### src/hw/p1fs_pkg.sv
package p1fs_pkg;

    // ----------------------------------------------------------------
    // Bus widths and register addresses
    // ----------------------------------------------------------------
    localparam int          P1FS_ADDR_W    = 16;       // Bus address width
    localparam int          P1FS_DATA_W    = 8;        // Register width
    localparam int          P1FS_NUM_PINS  = 3;        // Pins 5, 6, 7
    localparam logic [15:0] P1FS_ADDR_PIN5 = 16'hA05D; // Pin 5 select
    localparam logic [15:0] P1FS_ADDR_PIN6 = 16'hA05E; // Pin 6 select
    localparam logic [15:0] P1FS_ADDR_PIN7 = 16'hA05F; // Pin 7 select

    // ----------------------------------------------------------------
    // Reset values and writable masks
    // ----------------------------------------------------------------
    localparam logic [7:0]  P1FS_RESET_VAL = 8'h00;    // All functions off
    localparam logic [7:0]  P1FS_MASK_FULL = 8'hFF;    // Pins 5 and 6
    localparam logic [7:0]  P1FS_MASK_PIN7 = 8'hF7;    // Bit 3 unused

    // ----------------------------------------------------------------
    // Common field positions
    // ----------------------------------------------------------------
    localparam int          P1FS_BIT_GPIO  = 0;        // General I/O enable
    localparam int          P1FS_BIT_IRQ0  = 1;        // Irq line 0 select
    localparam int          P1FS_BIT_IRQ1  = 2;        // Irq line 1 select
    localparam int          P1FS_BIT_TOUCH = 7;        // Touch key select

    // Idle level of an unrouted serial or I2C clock input
    localparam logic        P1FS_IDLE_HIGH = 1'b1;

    // ----------------------------------------------------------------
    // Register layouts
    // ----------------------------------------------------------------
    typedef struct packed {
        logic touch_key_a_select;      // Bit 7
        logic i2c_master_clock_select; // Bit 6
        logic i2c_slave2_clock_select; // Bit 5
        logic pwm_ch1_output_select;   // Bit 4
        logic spi_clock_select;        // Bit 3
        logic pin_irq_line1_select;    // Bit 2
        logic pin_irq_line0_select;    // Bit 1
        logic general_io_enable;       // Bit 0
    } p1fs_pin5_t;

    typedef struct packed {
        logic touch_key_b_select;      // Bit 7
        logic lin_uart_rx_select;      // Bit 6
        logic basic_uart_rx_select;    // Bit 5
        logic pwm_ch1_output_select;   // Bit 4
        logic spi_dataout_select;      // Bit 3
        logic pin_irq_line1_select;    // Bit 2
        logic pin_irq_line0_select;    // Bit 1
        logic general_io_enable;       // Bit 0
    } p1fs_pin6_t;

    typedef struct packed {
        logic touch_key_c_select;      // Bit 7
        logic lin_uart_tx_select;      // Bit 6
        logic basic_uart_tx_select;    // Bit 5
        logic pwm_ch0_output_select;   // Bit 4
        logic unused3;                 // Bit 3, reads zero
        logic pin_irq_line1_select;    // Bit 2
        logic pin_irq_line0_select;    // Bit 1
        logic general_io_enable;       // Bit 0
    } p1fs_pin7_t;

    // ----------------------------------------------------------------
    // Peripheral carriers
    // ----------------------------------------------------------------
    typedef struct packed {
        logic i2c_master_scl_low;      // Master pulls clock low
        logic i2c_slave2_scl_low;      // Slave two stretches clock
        logic spi_sck_out;             // SPI clock value
        logic spi_sck_drive;           // SPI clock driven (master)
        logic spi_mosi_out;            // SPI data out
        logic pwm_ch0_out;             // PWM generator 0
        logic pwm_ch1_out;             // PWM generator 1
        logic lin_uart_tx;             // LIN serial port transmit
        logic basic_uart_tx;           // Basic serial port transmit
    } p1fs_periph_out_t;

    typedef struct packed {
        logic i2c_master_scl_in;       // Clock seen by master
        logic i2c_slave2_scl_in;       // Clock seen by slave two
        logic spi_sck_in;              // Clock seen by SPI
        logic lin_uart_rx;             // LIN serial port receive
        logic basic_uart_rx;           // Basic serial port receive
    } p1fs_periph_in_t;

endpackage : p1fs_pkg

### src/hw/p1fs_irq_merge.sv
`timescale 1ns/1ps
// Merges the inputs of all pins that select one shared interrupt line
module p1fs_irq_merge #(
    parameter int N = 3                         // Number of pins
) (
    input  wire logic [N-1:0] sel_i,            // Per-pin line select
    input  wire logic [N-1:0] pin_i,            // Pin input levels
    output logic [N-1:0]      gated_o,          // Selected pin levels
    output logic              any_o             // Any selected pin high
);

    // ----------------------------------------------------------------
    // Parameter check
    // ----------------------------------------------------------------
    if (N < 1) begin : g_bad_n
        $error("p1fs_irq_merge needs at least one pin");
    end

    // ----------------------------------------------------------------
    // Gating and merge
    // ----------------------------------------------------------------
    assign gated_o = sel_i & pin_i;             // Unselected pins read 0
    assign any_o   = |gated_o;                  // Any number may share

endmodule : p1fs_irq_merge

### src/hw/p1fs_out_mux.sv
`timescale 1ns/1ps
// Fixed-priority output selector for one pin; source N-1 wins
module p1fs_out_mux #(
    parameter int N = 4                         // Number of sources
) (
    input  wire logic [N-1:0] sel_i,            // Source select bits
    input  wire logic [N-1:0] val_i,            // Source output values
    input  wire logic [N-1:0] drv_i,            // Source drive requests
    output logic              pin_val_o,        // Winning value
    output logic              pin_drv_o         // Winning drive request
);

    // ----------------------------------------------------------------
    // Parameter check
    // ----------------------------------------------------------------
    if (N < 1) begin : g_bad_n
        $error("p1fs_out_mux needs at least one source");
    end

    // ----------------------------------------------------------------
    // Priority scan
    // ----------------------------------------------------------------
    // Lowest index first, so the highest selected index overwrites
    always_comb begin
        pin_val_o = 1'b1;                       // Released pin idles high
        pin_drv_o = 1'b0;
        for (int k = 0; k < N; k++) begin
            if (sel_i[k]) begin
                pin_val_o = val_i[k];
                pin_drv_o = drv_i[k];
            end
        end
    end

endmodule : p1fs_out_mux

### src/hw/p1fs_top.sv
// The implementer's own choice: strobed register access.
`timescale 1ns/1ps
// Summary of operation
// Three 8-bit select registers, reset zero
// General enable connects pin to I/O logic
// Line-1 select feeds pin to interrupt 1
// Line-0 select feeds pin to interrupt 0
// Many pins may share interrupt line 1
// Many pins may share interrupt line 0
// One pin may feed both lines
// Pin 7 can carry LIN port transmit
// Pin 7 can carry basic port transmit
// Master clock select gives open-drain clock pin
// PWM channel one select drives PWM output
// Fixed priority resolves conflicting output selects
// Unused bits read zero, ignore writes
module p1fs_top
    import p1fs_pkg::*;
(
    input  wire logic                            clk_i,
    input  wire logic                            sys_rst_i,
    // Register port
    input  wire logic [p1fs_pkg::P1FS_ADDR_W-1:0] addr_i,
    input  wire logic [p1fs_pkg::P1FS_DATA_W-1:0] wdata_i,
    input  wire logic                            wr_i,
    input  wire logic                            rd_i,
    output logic [p1fs_pkg::P1FS_DATA_W-1:0]     rdata_o,
    // Package pins 5, 6, 7 (index 0 is pin 5)
    input  wire logic [2:0]                      pin_in_i,
    output logic [2:0]                           pin_out_o,
    output logic [2:0]                           pin_oe_n_o,
    // Ordinary I/O logic
    input  wire logic [2:0]                      gpio_out_i,
    input  wire logic [2:0]                      gpio_drive_i,
    output logic [2:0]                           gpio_in_o,
    // Peripherals
    input  wire p1fs_pkg::p1fs_periph_out_t      periph_i,
    output p1fs_pkg::p1fs_periph_in_t            periph_o,
    // Shared pin interrupt condition inputs
    output logic [2:0]                           irq0_pins_o,
    output logic [2:0]                           irq1_pins_o,
    output logic                                 shared_pin_irq_0_o,
    output logic                                 shared_pin_irq_1_o,
    // Touch key analogue enables
    output logic [2:0]                           touch_key_sel_o
);

    import p1fs_pkg::*;

    // ----------------------------------------------------------------
    // Select registers
    // ----------------------------------------------------------------
    p1fs_pin5_t cfg5;                           // Pin 5 selection
    p1fs_pin6_t cfg6;                           // Pin 6 selection
    p1fs_pin7_t cfg7;                           // Pin 7 selection

    // ----------------------------------------------------------------
    // Address decode
    // ----------------------------------------------------------------
    wire logic hit5;                            // Pin 5 register hit
    wire logic hit6;                            // Pin 6 register hit
    wire logic hit7;                            // Pin 7 register hit
    wire logic [7:0] rd_mux;                    // Selected read value

    assign hit5 = (addr_i == P1FS_ADDR_PIN5);
    assign hit6 = (addr_i == P1FS_ADDR_PIN6);
    assign hit7 = (addr_i == P1FS_ADDR_PIN7);

    // Unmapped addresses read zero rather than holding the bus
    assign rd_mux = hit5 ? cfg5 :
                    hit6 ? cfg6 :
                    hit7 ? (cfg7 & P1FS_MASK_PIN7) :
                    8'h00;

    // ----------------------------------------------------------------
    // Register writes
    // ----------------------------------------------------------------
    // Synchronous reset clears every selection
    always_ff @(posedge clk_i) begin
        if (sys_rst_i) begin
            cfg5 <= P1FS_RESET_VAL;
            cfg6 <= P1FS_RESET_VAL;
            cfg7 <= P1FS_RESET_VAL;
        end else if (wr_i) begin
            if (hit5) begin
                cfg5 <= wdata_i & P1FS_MASK_FULL;
            end
            if (hit6) begin
                cfg6 <= wdata_i & P1FS_MASK_FULL;
            end
            if (hit7) begin
                cfg7 <= wdata_i & P1FS_MASK_PIN7;
            end
        end
    end

    // ----------------------------------------------------------------
    // Read data
    // ----------------------------------------------------------------
    // Data stand only in the cycle after the strobe, zero otherwise
    always_ff @(posedge clk_i) begin
        if (sys_rst_i) begin
            rdata_o <= 8'h00;
        end else if (rd_i) begin
            rdata_o <= rd_mux;
        end else begin
            rdata_o <= 8'h00;
        end
    end

    // ----------------------------------------------------------------
    // Pin 5 output selection
    // ----------------------------------------------------------------
    // Priority low to high: general I/O, PWM 1, SPI clock,
    // slave-two clock, master clock. The I2C clocks win because a
    // push-pull source fighting an open-drain bus would corrupt it.
    wire logic [4:0] sel5;                      // Pin 5 source selects
    wire logic [4:0] val5;                      // Pin 5 source values
    wire logic [4:0] drv5;                      // Pin 5 drive requests
    wire logic       pin5_val;                  // Pin 5 resolved value
    wire logic       pin5_drv;                  // Pin 5 resolved drive

    assign sel5 = {cfg5.i2c_master_clock_select,
                   cfg5.i2c_slave2_clock_select,
                   cfg5.spi_clock_select,
                   cfg5.pwm_ch1_output_select,
                   cfg5.general_io_enable};
    // Open-drain clocks only ever drive low
    assign val5 = {1'b0,
                   1'b0,
                   periph_i.spi_sck_out,
                   periph_i.pwm_ch1_out,
                   gpio_out_i[0]};
    assign drv5 = {periph_i.i2c_master_scl_low,
                   periph_i.i2c_slave2_scl_low,
                   periph_i.spi_sck_drive,
                   1'b1,
                   gpio_drive_i[0]};

    p1fs_out_mux #(
        .N         (5)
    ) u_mux5 (
        .sel_i     (sel5),
        .val_i     (val5),
        .drv_i     (drv5),
        .pin_val_o (pin5_val),
        .pin_drv_o (pin5_drv)
    );

    // ----------------------------------------------------------------
    // Pin 6 output selection
    // ----------------------------------------------------------------
    // Receive selects are inputs only, so they take no drive slot;
    // SPI data out beats PWM 1, which beats general I/O.
    wire logic [2:0] sel6;                      // Pin 6 source selects
    wire logic [2:0] val6;                      // Pin 6 source values
    wire logic [2:0] drv6;                      // Pin 6 drive requests
    wire logic       pin6_val;                  // Pin 6 resolved value
    wire logic       pin6_drv;                  // Pin 6 resolved drive
    wire logic       rx6_sel;                   // A receive owns pin 6

    assign rx6_sel = cfg6.lin_uart_rx_select | cfg6.basic_uart_rx_select;
    // A receive select masks output sources to avoid driving the line
    assign sel6 = {cfg6.spi_dataout_select & ~rx6_sel,
                   cfg6.pwm_ch1_output_select & ~rx6_sel,
                   cfg6.general_io_enable & ~rx6_sel};
    assign val6 = {periph_i.spi_mosi_out,
                   periph_i.pwm_ch1_out,
                   gpio_out_i[1]};
    assign drv6 = {1'b1,
                   1'b1,
                   gpio_drive_i[1]};

    p1fs_out_mux #(
        .N         (3)
    ) u_mux6 (
        .sel_i     (sel6),
        .val_i     (val6),
        .drv_i     (drv6),
        .pin_val_o (pin6_val),
        .pin_drv_o (pin6_drv)
    );

    // ----------------------------------------------------------------
    // Pin 7 output selection
    // ----------------------------------------------------------------
    // LIN transmit beats basic transmit, then PWM 0, then general I/O
    wire logic [3:0] sel7;                      // Pin 7 source selects
    wire logic [3:0] val7;                      // Pin 7 source values
    wire logic [3:0] drv7;                      // Pin 7 drive requests
    wire logic       pin7_val;                  // Pin 7 resolved value
    wire logic       pin7_drv;                  // Pin 7 resolved drive

    assign sel7 = {cfg7.lin_uart_tx_select,
                   cfg7.basic_uart_tx_select,
                   cfg7.pwm_ch0_output_select,
                   cfg7.general_io_enable};
    assign val7 = {periph_i.lin_uart_tx,
                   periph_i.basic_uart_tx,
                   periph_i.pwm_ch0_out,
                   gpio_out_i[2]};
    assign drv7 = {1'b1,
                   1'b1,
                   1'b1,
                   gpio_drive_i[2]};

    p1fs_out_mux #(
        .N         (4)
    ) u_mux7 (
        .sel_i     (sel7),
        .val_i     (val7),
        .drv_i     (drv7),
        .pin_val_o (pin7_val),
        .pin_drv_o (pin7_drv)
    );

    // ----------------------------------------------------------------
    // Shared pin interrupt lines
    // ----------------------------------------------------------------
    // Each pin has its own select per line, so one pin may sit on
    // both lines and any number of pins may share either line.
    wire logic [2:0] irq0_sel;                  // Line 0 selects
    wire logic [2:0] irq1_sel;                  // Line 1 selects
    wire logic [2:0] irq0_gated;                // Line 0 pin levels
    wire logic [2:0] irq1_gated;                // Line 1 pin levels
    wire logic       irq0_any;                  // Line 0 merged
    wire logic       irq1_any;                  // Line 1 merged

    assign irq0_sel = {cfg7.pin_irq_line0_select,
                       cfg6.pin_irq_line0_select,
                       cfg5.pin_irq_line0_select};
    assign irq1_sel = {cfg7.pin_irq_line1_select,
                       cfg6.pin_irq_line1_select,
                       cfg5.pin_irq_line1_select};

    p1fs_irq_merge #(
        .N       (P1FS_NUM_PINS)
    ) u_irq0 (
        .sel_i   (irq0_sel),
        .pin_i   (pin_in_i),
        .gated_o (irq0_gated),
        .any_o   (irq0_any)
    );

    p1fs_irq_merge #(
        .N       (P1FS_NUM_PINS)
    ) u_irq1 (
        .sel_i   (irq1_sel),
        .pin_i   (pin_in_i),
        .gated_o (irq1_gated),
        .any_o   (irq1_any)
    );

    // ----------------------------------------------------------------
    // Peripheral input routing
    // ----------------------------------------------------------------
    // Unrouted I2C clocks and receive lines idle high, as a bus would; SPI clock idles low
    // A net, so each field may take its own continuous assignment
    wire p1fs_periph_in_t next_periph;          // Routed inputs
    wire logic [2:0] gpio_en;                   // General I/O enables

    assign gpio_en = {cfg7.general_io_enable,
                      cfg6.general_io_enable,
                      cfg5.general_io_enable};

    assign next_periph.i2c_master_scl_in = cfg5.i2c_master_clock_select
                                         ? pin_in_i[0] : P1FS_IDLE_HIGH;
    assign next_periph.i2c_slave2_scl_in = cfg5.i2c_slave2_clock_select
                                         ? pin_in_i[0] : P1FS_IDLE_HIGH;
    assign next_periph.spi_sck_in        = cfg5.spi_clock_select
                                         & pin_in_i[0];
    assign next_periph.lin_uart_rx       = cfg6.lin_uart_rx_select
                                         ? pin_in_i[1] : P1FS_IDLE_HIGH;
    assign next_periph.basic_uart_rx     = cfg6.basic_uart_rx_select
                                         ? pin_in_i[1] : P1FS_IDLE_HIGH;

    // ----------------------------------------------------------------
    // Output registers
    // ----------------------------------------------------------------
    // Every output leaves from a flop; costs one cycle of latency on
    // each path through the selector, which the peripherals tolerate.
    always_ff @(posedge clk_i) begin
        if (sys_rst_i) begin
            pin_out_o          <= 3'h7;         // Released, idle high
            pin_oe_n_o         <= 3'h7;         // Not driving
            gpio_in_o          <= 3'h0;
            periph_o           <= 5'h1B;        // Idle highs, SCK low
            irq0_pins_o        <= 3'h0;
            irq1_pins_o        <= 3'h0;
            shared_pin_irq_0_o <= 1'b0;
            shared_pin_irq_1_o <= 1'b0;
            touch_key_sel_o    <= 3'h0;
        end else begin
            pin_out_o          <= {pin7_val, pin6_val, pin5_val};
            pin_oe_n_o         <= ~{pin7_drv, pin6_drv, pin5_drv};
            gpio_in_o          <= gpio_en & pin_in_i;
            periph_o           <= next_periph;
            irq0_pins_o        <= irq0_gated;
            irq1_pins_o        <= irq1_gated;
            shared_pin_irq_0_o <= irq0_any;
            shared_pin_irq_1_o <= irq1_any;
            touch_key_sel_o    <= {cfg7.touch_key_c_select,
                                   cfg6.touch_key_b_select,
                                   cfg5.touch_key_a_select};
        end
    end

endmodule : p1fs_top

### config.mk
export PLATFORM = sky130hd
export DESIGN_NAME = p1fs_top
export DESIGN_NICKNAME = d
export VERILOG_FILES = /design/src/hw/p1fs_pkg.sv /design/src/hw/p1fs_irq_merge.sv /design/src/hw/p1fs_out_mux.sv /design/src/hw/p1fs_top.sv
export SDC_FILE = /design/constraint.sdc
export NUM_CORES = 1
export LEC_CHECK = 0
export BUFFER_PORTS_ARGS = -buffer_cell sky130_fd_sc_hd__clkbuf_2
export CORE_MARGIN = 1
export CORE_UTILIZATION = 40
export CTS_BUF_LIST = sky130_fd_sc_hd__clkbuf_8
export CTS_CLUSTER_DIAMETER = 40
export DETAILED_ROUTE_END_ITERATION = 10
export PLACE_DENSITY = 0.76
export SYNTH_ARGS = -nofsm -noshare
export SYNTH_HDL_FRONTEND = slang
export SYNTH_SLANG_ARGS = --single-unit
### constraint.sdc
create_clock -name clk_i -period 2.4 [get_ports clk_i]
set_clock_uncertainty 0.2 [all_clocks]
set_input_delay 0.24 -clock clk_i [delete_from_list [all_inputs] [get_ports clk_i]]
set_output_delay 0.24 -clock clk_i [all_outputs]
set_load 0.01 [all_outputs]
## Yosys cells after proc, flatten, opt, wreduce, memory -nomap -nowiden

Cells that the tools add are included.

- Output and inout port bits: 33
- Register bits after elaboration: 56

- Reductions and logical operators: 10
- Multiplexer cells: 27
- Equality and inequality tests: 3
- Bitwise logic cells: 15

Operators with widths:

| cell | count |
|---|---|
| 16-bit == test, second input constant | 3 |
| 1-bit 2-to-1 mux | 24 |
| 8-bit 2-to-1 mux | 3 |
| 2-bit OR reduction | 5 |
| 3-bit AND | 3 |
| 1-bit NOT | 6 |
| 2-bit AND reduction | 3 |
| 3-bit OR reduction | 2 |
| 1-bit AND | 4 |
| 3-bit NOT | 1 |
| 1-bit OR | 1 |

## Longest topological paths before layout

- Word-level depth: 7
- Mapped depth: 6
- Depth with buffers taken out: 4

## Cells and area by module

From an unflattened synthesis, not the netlist that was laid out.

- Cell total of the unflattened synthesis: 269
- Area, all modules: 2356.0 um2

By module, submodules not included:

| module | cells an instance | area an instance (um2) | times used |
|---|---|---|---|
| p1fs_top | 225 | 2069.5 | 1 |
| p1fs_out_mux (u_mux5) | 14 | 90.1 | 1 |
| p1fs_out_mux (u_mux7) | 12 | 70.1 | 1 |
| p1fs_irq_merge | 5 | 33.8 | 2 |
| p1fs_out_mux (u_mux6) | 8 | 58.8 | 1 |

## Least setup slack after synthesis

Ideal clock, no wire load.

- Path type: input port to flip-flop
- From: input addr_i[9] (netlist bit)
- To: register cfg5[6] (netlist bit)
- Library setup time: 0.132 ns
- Arrival: 1.784 ns
- Stages on the path: 6
- Slack: 0.284 ns
- Cell sequence: or4_4 -> or4_1 -> buf_2 -> buf_6 -> o21ai_0 -> a21oi_1

- Cells in the longest elaborated chain, start to end: 2

RTL lines:

| what | RTL line | source |
|---|---|---|
| from (decl) | p1fs_top.sv:23 | `input wire logic [p1fs_pkg::P1FS_ADDR_W-1:0] addr_i,` |
| 16-bit == test | p1fs_top.sv:65 | `assign hit5 = (addr_i == P1FS_ADDR_PIN5);` |
| 2-bit AND reduction (no line) | n/a |  |
| to (signal assigned) | p1fs_top.sv:86 | `cfg5 <= wdata_i & P1FS_MASK_FULL;` |
| to (decl) | p1fs_top.sv:53 | `p1fs_pin5_t cfg5;` |

No other way between the ends.
A chain may end at the register's enable or synchronous reset.

## Worst setup path after layout

- From: input addr_i[9] (netlist bit)
- To: register cfg5[5] (netlist bit)

The elaborated chain is that of the path after synthesis.

==> run summary <==
- post-synthesis area per instance: 9.34 um2
- Clk pin slew, worst setup/hold paths: 0.10 ns
- via density per instance: 4.95
- internal power summed over all cells: 1.29 mW
- GRT Util Overall: 19.7%
- portion of total power attributed to sequential cells: 56.6%
- clock tree root driver cell: sky130_fd_sc_hd__clkbuf_8
- clock sinks: 56
- maximum number of pins on one net before global-route repair: 27
- Max-Cap Viols: 0
- Critical Path Slowest Stage Cell: sky130_fd_sc_hd__or4_4
- fraction of power spent switching nets: 21.6%
- part of the power in the clock network: 37.4%
- Die Span Y: 74.6 um
- Worst Slack Setup Final: 0.500 ns
- final cycle utilization of the critical path: 79.2%
- number of enable flip-flop cells after synthesis: 0
- share of final-layout standard cells stronger than drive strength 1: 30.5%
- class of the most critical setup path: in2reg
- Iter 0 DRT Violations: 83
- I/O pins: 79
- Final Routed Wirelength: 5160 um
- Tightest Pin Transition: 0.488 ns
- instance count along the most critical hold path: 3
- total half-perimeter wirelength after legalization and detailed placement: 3780 um
- leakage power total: 1.28 nW
- cell with the most instances after synthesis: sky130_fd_sc_hd__dfxtp_1
- switching power total: 355 uW
- Ant. Diodes: 0
- DP Worst Slack: 0.167 ns
- PD cells: 583 nW/um2
- final max-slew violation count: 0
- final worst hold slack: -0.00499 ns
- total DRC errors in the routed layout: 0
- starting density of the core: 41.3%
- leading post-synthesis cells by instance count: 56 x sky130_fd_sc_hd__dfxtp_1, 38 x sky130_fd_sc_hd__nand2_1, 24 x sky130_fd_sc_hd__o21ai_0
- crit path DAT: 1.89 ns
- start point of the worst hold path: gpio_drive_i[2]
- WL per Instance: 13.2 um
- Final setup violation count: 0
- setup repair after global routing missed its margin: no
- Async SR Flop Fraction: 0%
- kind of end point of the critical path: flip-flop
- run status: finished, violations left
- final weighted congestion of routability-driven global placement: 0.805
- violated checks: hold timing
- number of nets in the layout: 366
- count of buffering cells on the critical path with inverters included: 2
- minimum clock period after layout: 1.90 ns
- top achievable clock speed: 0.526 GHz
- number of cells on the worst reg-to-reg path: 4
- clock latency on the worst-skew pair: 0.32 ns
- Worst R2R End: pin_out_o[2]
- worst min-delay path class: in2reg
- final hold violation count: 2
- critical path fanouts, max: 16
- residual antenna-violating net count after detailed routing: 0
- routed via count: 1,937
- final core utilization: 55.1%
- first drt pass iteration count: 4
- startpoint of the worst-slack reg-to-reg timing path: cfg7[0]
- die area: 5570 um2
- flop2flop setup slack: 1.14 ns
- Synth Flop Type: sky130_fd_sc_hd__dfxtp_1
- core area: 5110 um2
- largest cells by area after synthesis: sky130_fd_sc_hd__dfxtp_1 53%, sky130_fd_sc_hd__mux2i_1 7.1%, sky130_fd_sc_hd__nand2_1 6.8%, sky130_fd_sc_hd__o21ai_0 5.7%, sky130_fd_sc_hd__a21oi_1 4.3%
- portion of the post-synthesis area used by sequential elements: 53.1%
- top cell type by total area after synthesis: sky130_fd_sc_hd__dfxtp_1
- buffers inserted by post-CTS timing repair: 0
- maximum vdd ir drop: 328 uV
- slew margin rel.: 67.4%
- hold-critical path endpoint: pin_oe_n_o[2]
- total number of H-tree levels: 2
- portion of synthesized cell area occupied by the leading cell type: 53.1%
- buffers added on ports: 78
- GRT overflow: 0
- cell-by-cell listing of the critical path: clkbuf_2 -> or4_4 -> or4_1 -> buf_4 -> o21ai_0 -> a21oi_1
- synthesis-to-layout area growth: 33.4%
- Yosys Warn Count: 0
- Gate power share: 6.1%
- total of flip-flops plus latches after synthesis: 56
- net count of the mapped netlist: 272
- cell class contributing the biggest share of worst-path delay: simple AND/OR/NAND/NOR gates
- required time of the critical path: 2.39 ns
- via count of the first global-routing pass: 1,733
- CTS resizes: 0
- clock tree from TritonCTS: yes
- maximum buffer depth of the clock tree: 2
- wire length of the first global-routing pass: 8070 um
- Synth Instances: 226
- total negative setup slack: 0 ns
- antenna violations before repair: 0
- startpoint kind of the worst setup timing path: primary input
- delay of the slowest critical-path stage: 0.56 ns
- post-synthesis cell type count: 37
- Die W: 74.6 um
- area of the mapped netlist: 2110 um2
- CTS buffer count: 5
- Core Rows: 26
==> metal layers <==
metal  global-route usage [%]  vias to the layer above  wire length, um
li1                         -                      975                -
met1                     25.2                      876             2320
met2                     32.1                       78             2460
met3                     4.28                        8              280
met4                     8.18                        0               97
met5                        0                        -                0
==> how the worst max path moves through the flow <==
stage	start	endpoint	slack (ns)	cells past startpoint
floorplan	addr_i[9]	cfg5[6]	0.28	6
global placement	addr_i[9]	rdata_o[6]	0.18	6
detailed placement	addr_i[9]	cfg5[5]	0.17	6
CTS	addr_i[9]	cfg5[5]	0.50	6
global route	addr_i[9]	cfg6[2]	0.39	5
finish	addr_i[9]	cfg5[5]	0.50	6
==> cell families (layout without fill, tap and decap cells) <==
family | Yosys count | count (layout) | share of synthesized area [%]
and+or+nand+nor | 88 | 88 | 22.7
DFF | 56 | 56 | 53.1
AOI/OAI and AO/OA | 52 | 52 | 14.0
muxes | 15 | 15 | 7.11
buffers and inverters | 15 | 110 | 3.08
==> worst min-delay path, delay by kind of cell <==
family | cells | cell delay, ns
AO/OA/AOI/OAI | 2 | 0.17
buffers and inverters | 1 | 0.07
==> metrics by stage <==
stage / std cells / cell area [um2] / power [mW]
final: 391 / 2820 / 1.64
after global routing: 391 / 2820 / 1.70
after CTS: 391 / 2820 / 1.65
after detailed placement: 372 / 2590 / 1.03
after global placement: 372 / 2590 / 1.03
after floorplan: 226 / 2110 / 0.984
==> layout by cell type, fill, tap and decap left out, types with 6 or more instances in the layout <==
| cell | Yosys | layout |
|---|---|---|
| sky130_fd_sc_hd__o21ai_0 | 24 | 24 |
| sky130_fd_sc_hd__and2_1 | 10 | 10 |
| sky130_fd_sc_hd__mux2i_1 | 15 | 15 |
| sky130_fd_sc_hd__clkbuf_2 | 0 | 78 |
| sky130_fd_sc_hd__nand2_1 | 38 | 38 |
| sky130_fd_sc_hd__dfxtp_1 | 56 | 56 |
| sky130_fd_sc_hd__a21oi_1 | 18 | 18 |
| sky130_fd_sc_hd__nand3_1 | 8 | 8 |
| sky130_fd_sc_hd__nor2b_1 | 7 | 7 |
| sky130_fd_sc_hd__dlygate4sd3_1 | 0 | 11 |
| sky130_fd_sc_hd__buf_4 | 0 | 6 |
| sky130_fd_sc_hd__inv_1 | 6 | 6 |
==> what timing repair did <==
action                                  in CTS  in global routing
endpoints found under the setup margin       0                  0
hold buffers                                11                  0
endpoints found under the hold margin       19                  0
==> power groups by stage <==
stage | combinational [mW] | clock, mW | sequential (mW)
floorplan | 0.0340 | 0 | 0.950
global placement | 0.0840 | 0 | 0.950
detailed placement | 0.0844 | 0 | 0.950
CTS | 0.0990 | 0.619 | 0.928
global route | 0.108 | 0.666 | 0.929
finish | 0.0993 | 0.613 | 0.928
==> sequential cells by signal (all words and copies together), names as in the netlist <==
name                cells
cfg5                    8
cfg6                    8
rdata_o                 8
cfg7                    7
periph_o                5
gpio_in_o               3
irq0_pins_o             3
irq1_pins_o             3
pin_oe_n_o              3
pin_out_o               3
touch_key_sel_o         3
shared_pin_irq_0_o      1
shared_pin_irq_1_o      1
==> layout make-up <==
type | instances | area, um2
Inverter | 7 | 26.3
Clock inverter | 3 | 42.5
Clock buffer | 5 | 68.8
Timing Repair Buffer | 95 | 546
Sequential cell | 56 | 1120
Fill cell | 489 | 2290
Multi-Input combinational cell | 155 | 925
Tap cell | 70 | 87.6
Power figures use the tool's default switching activity.
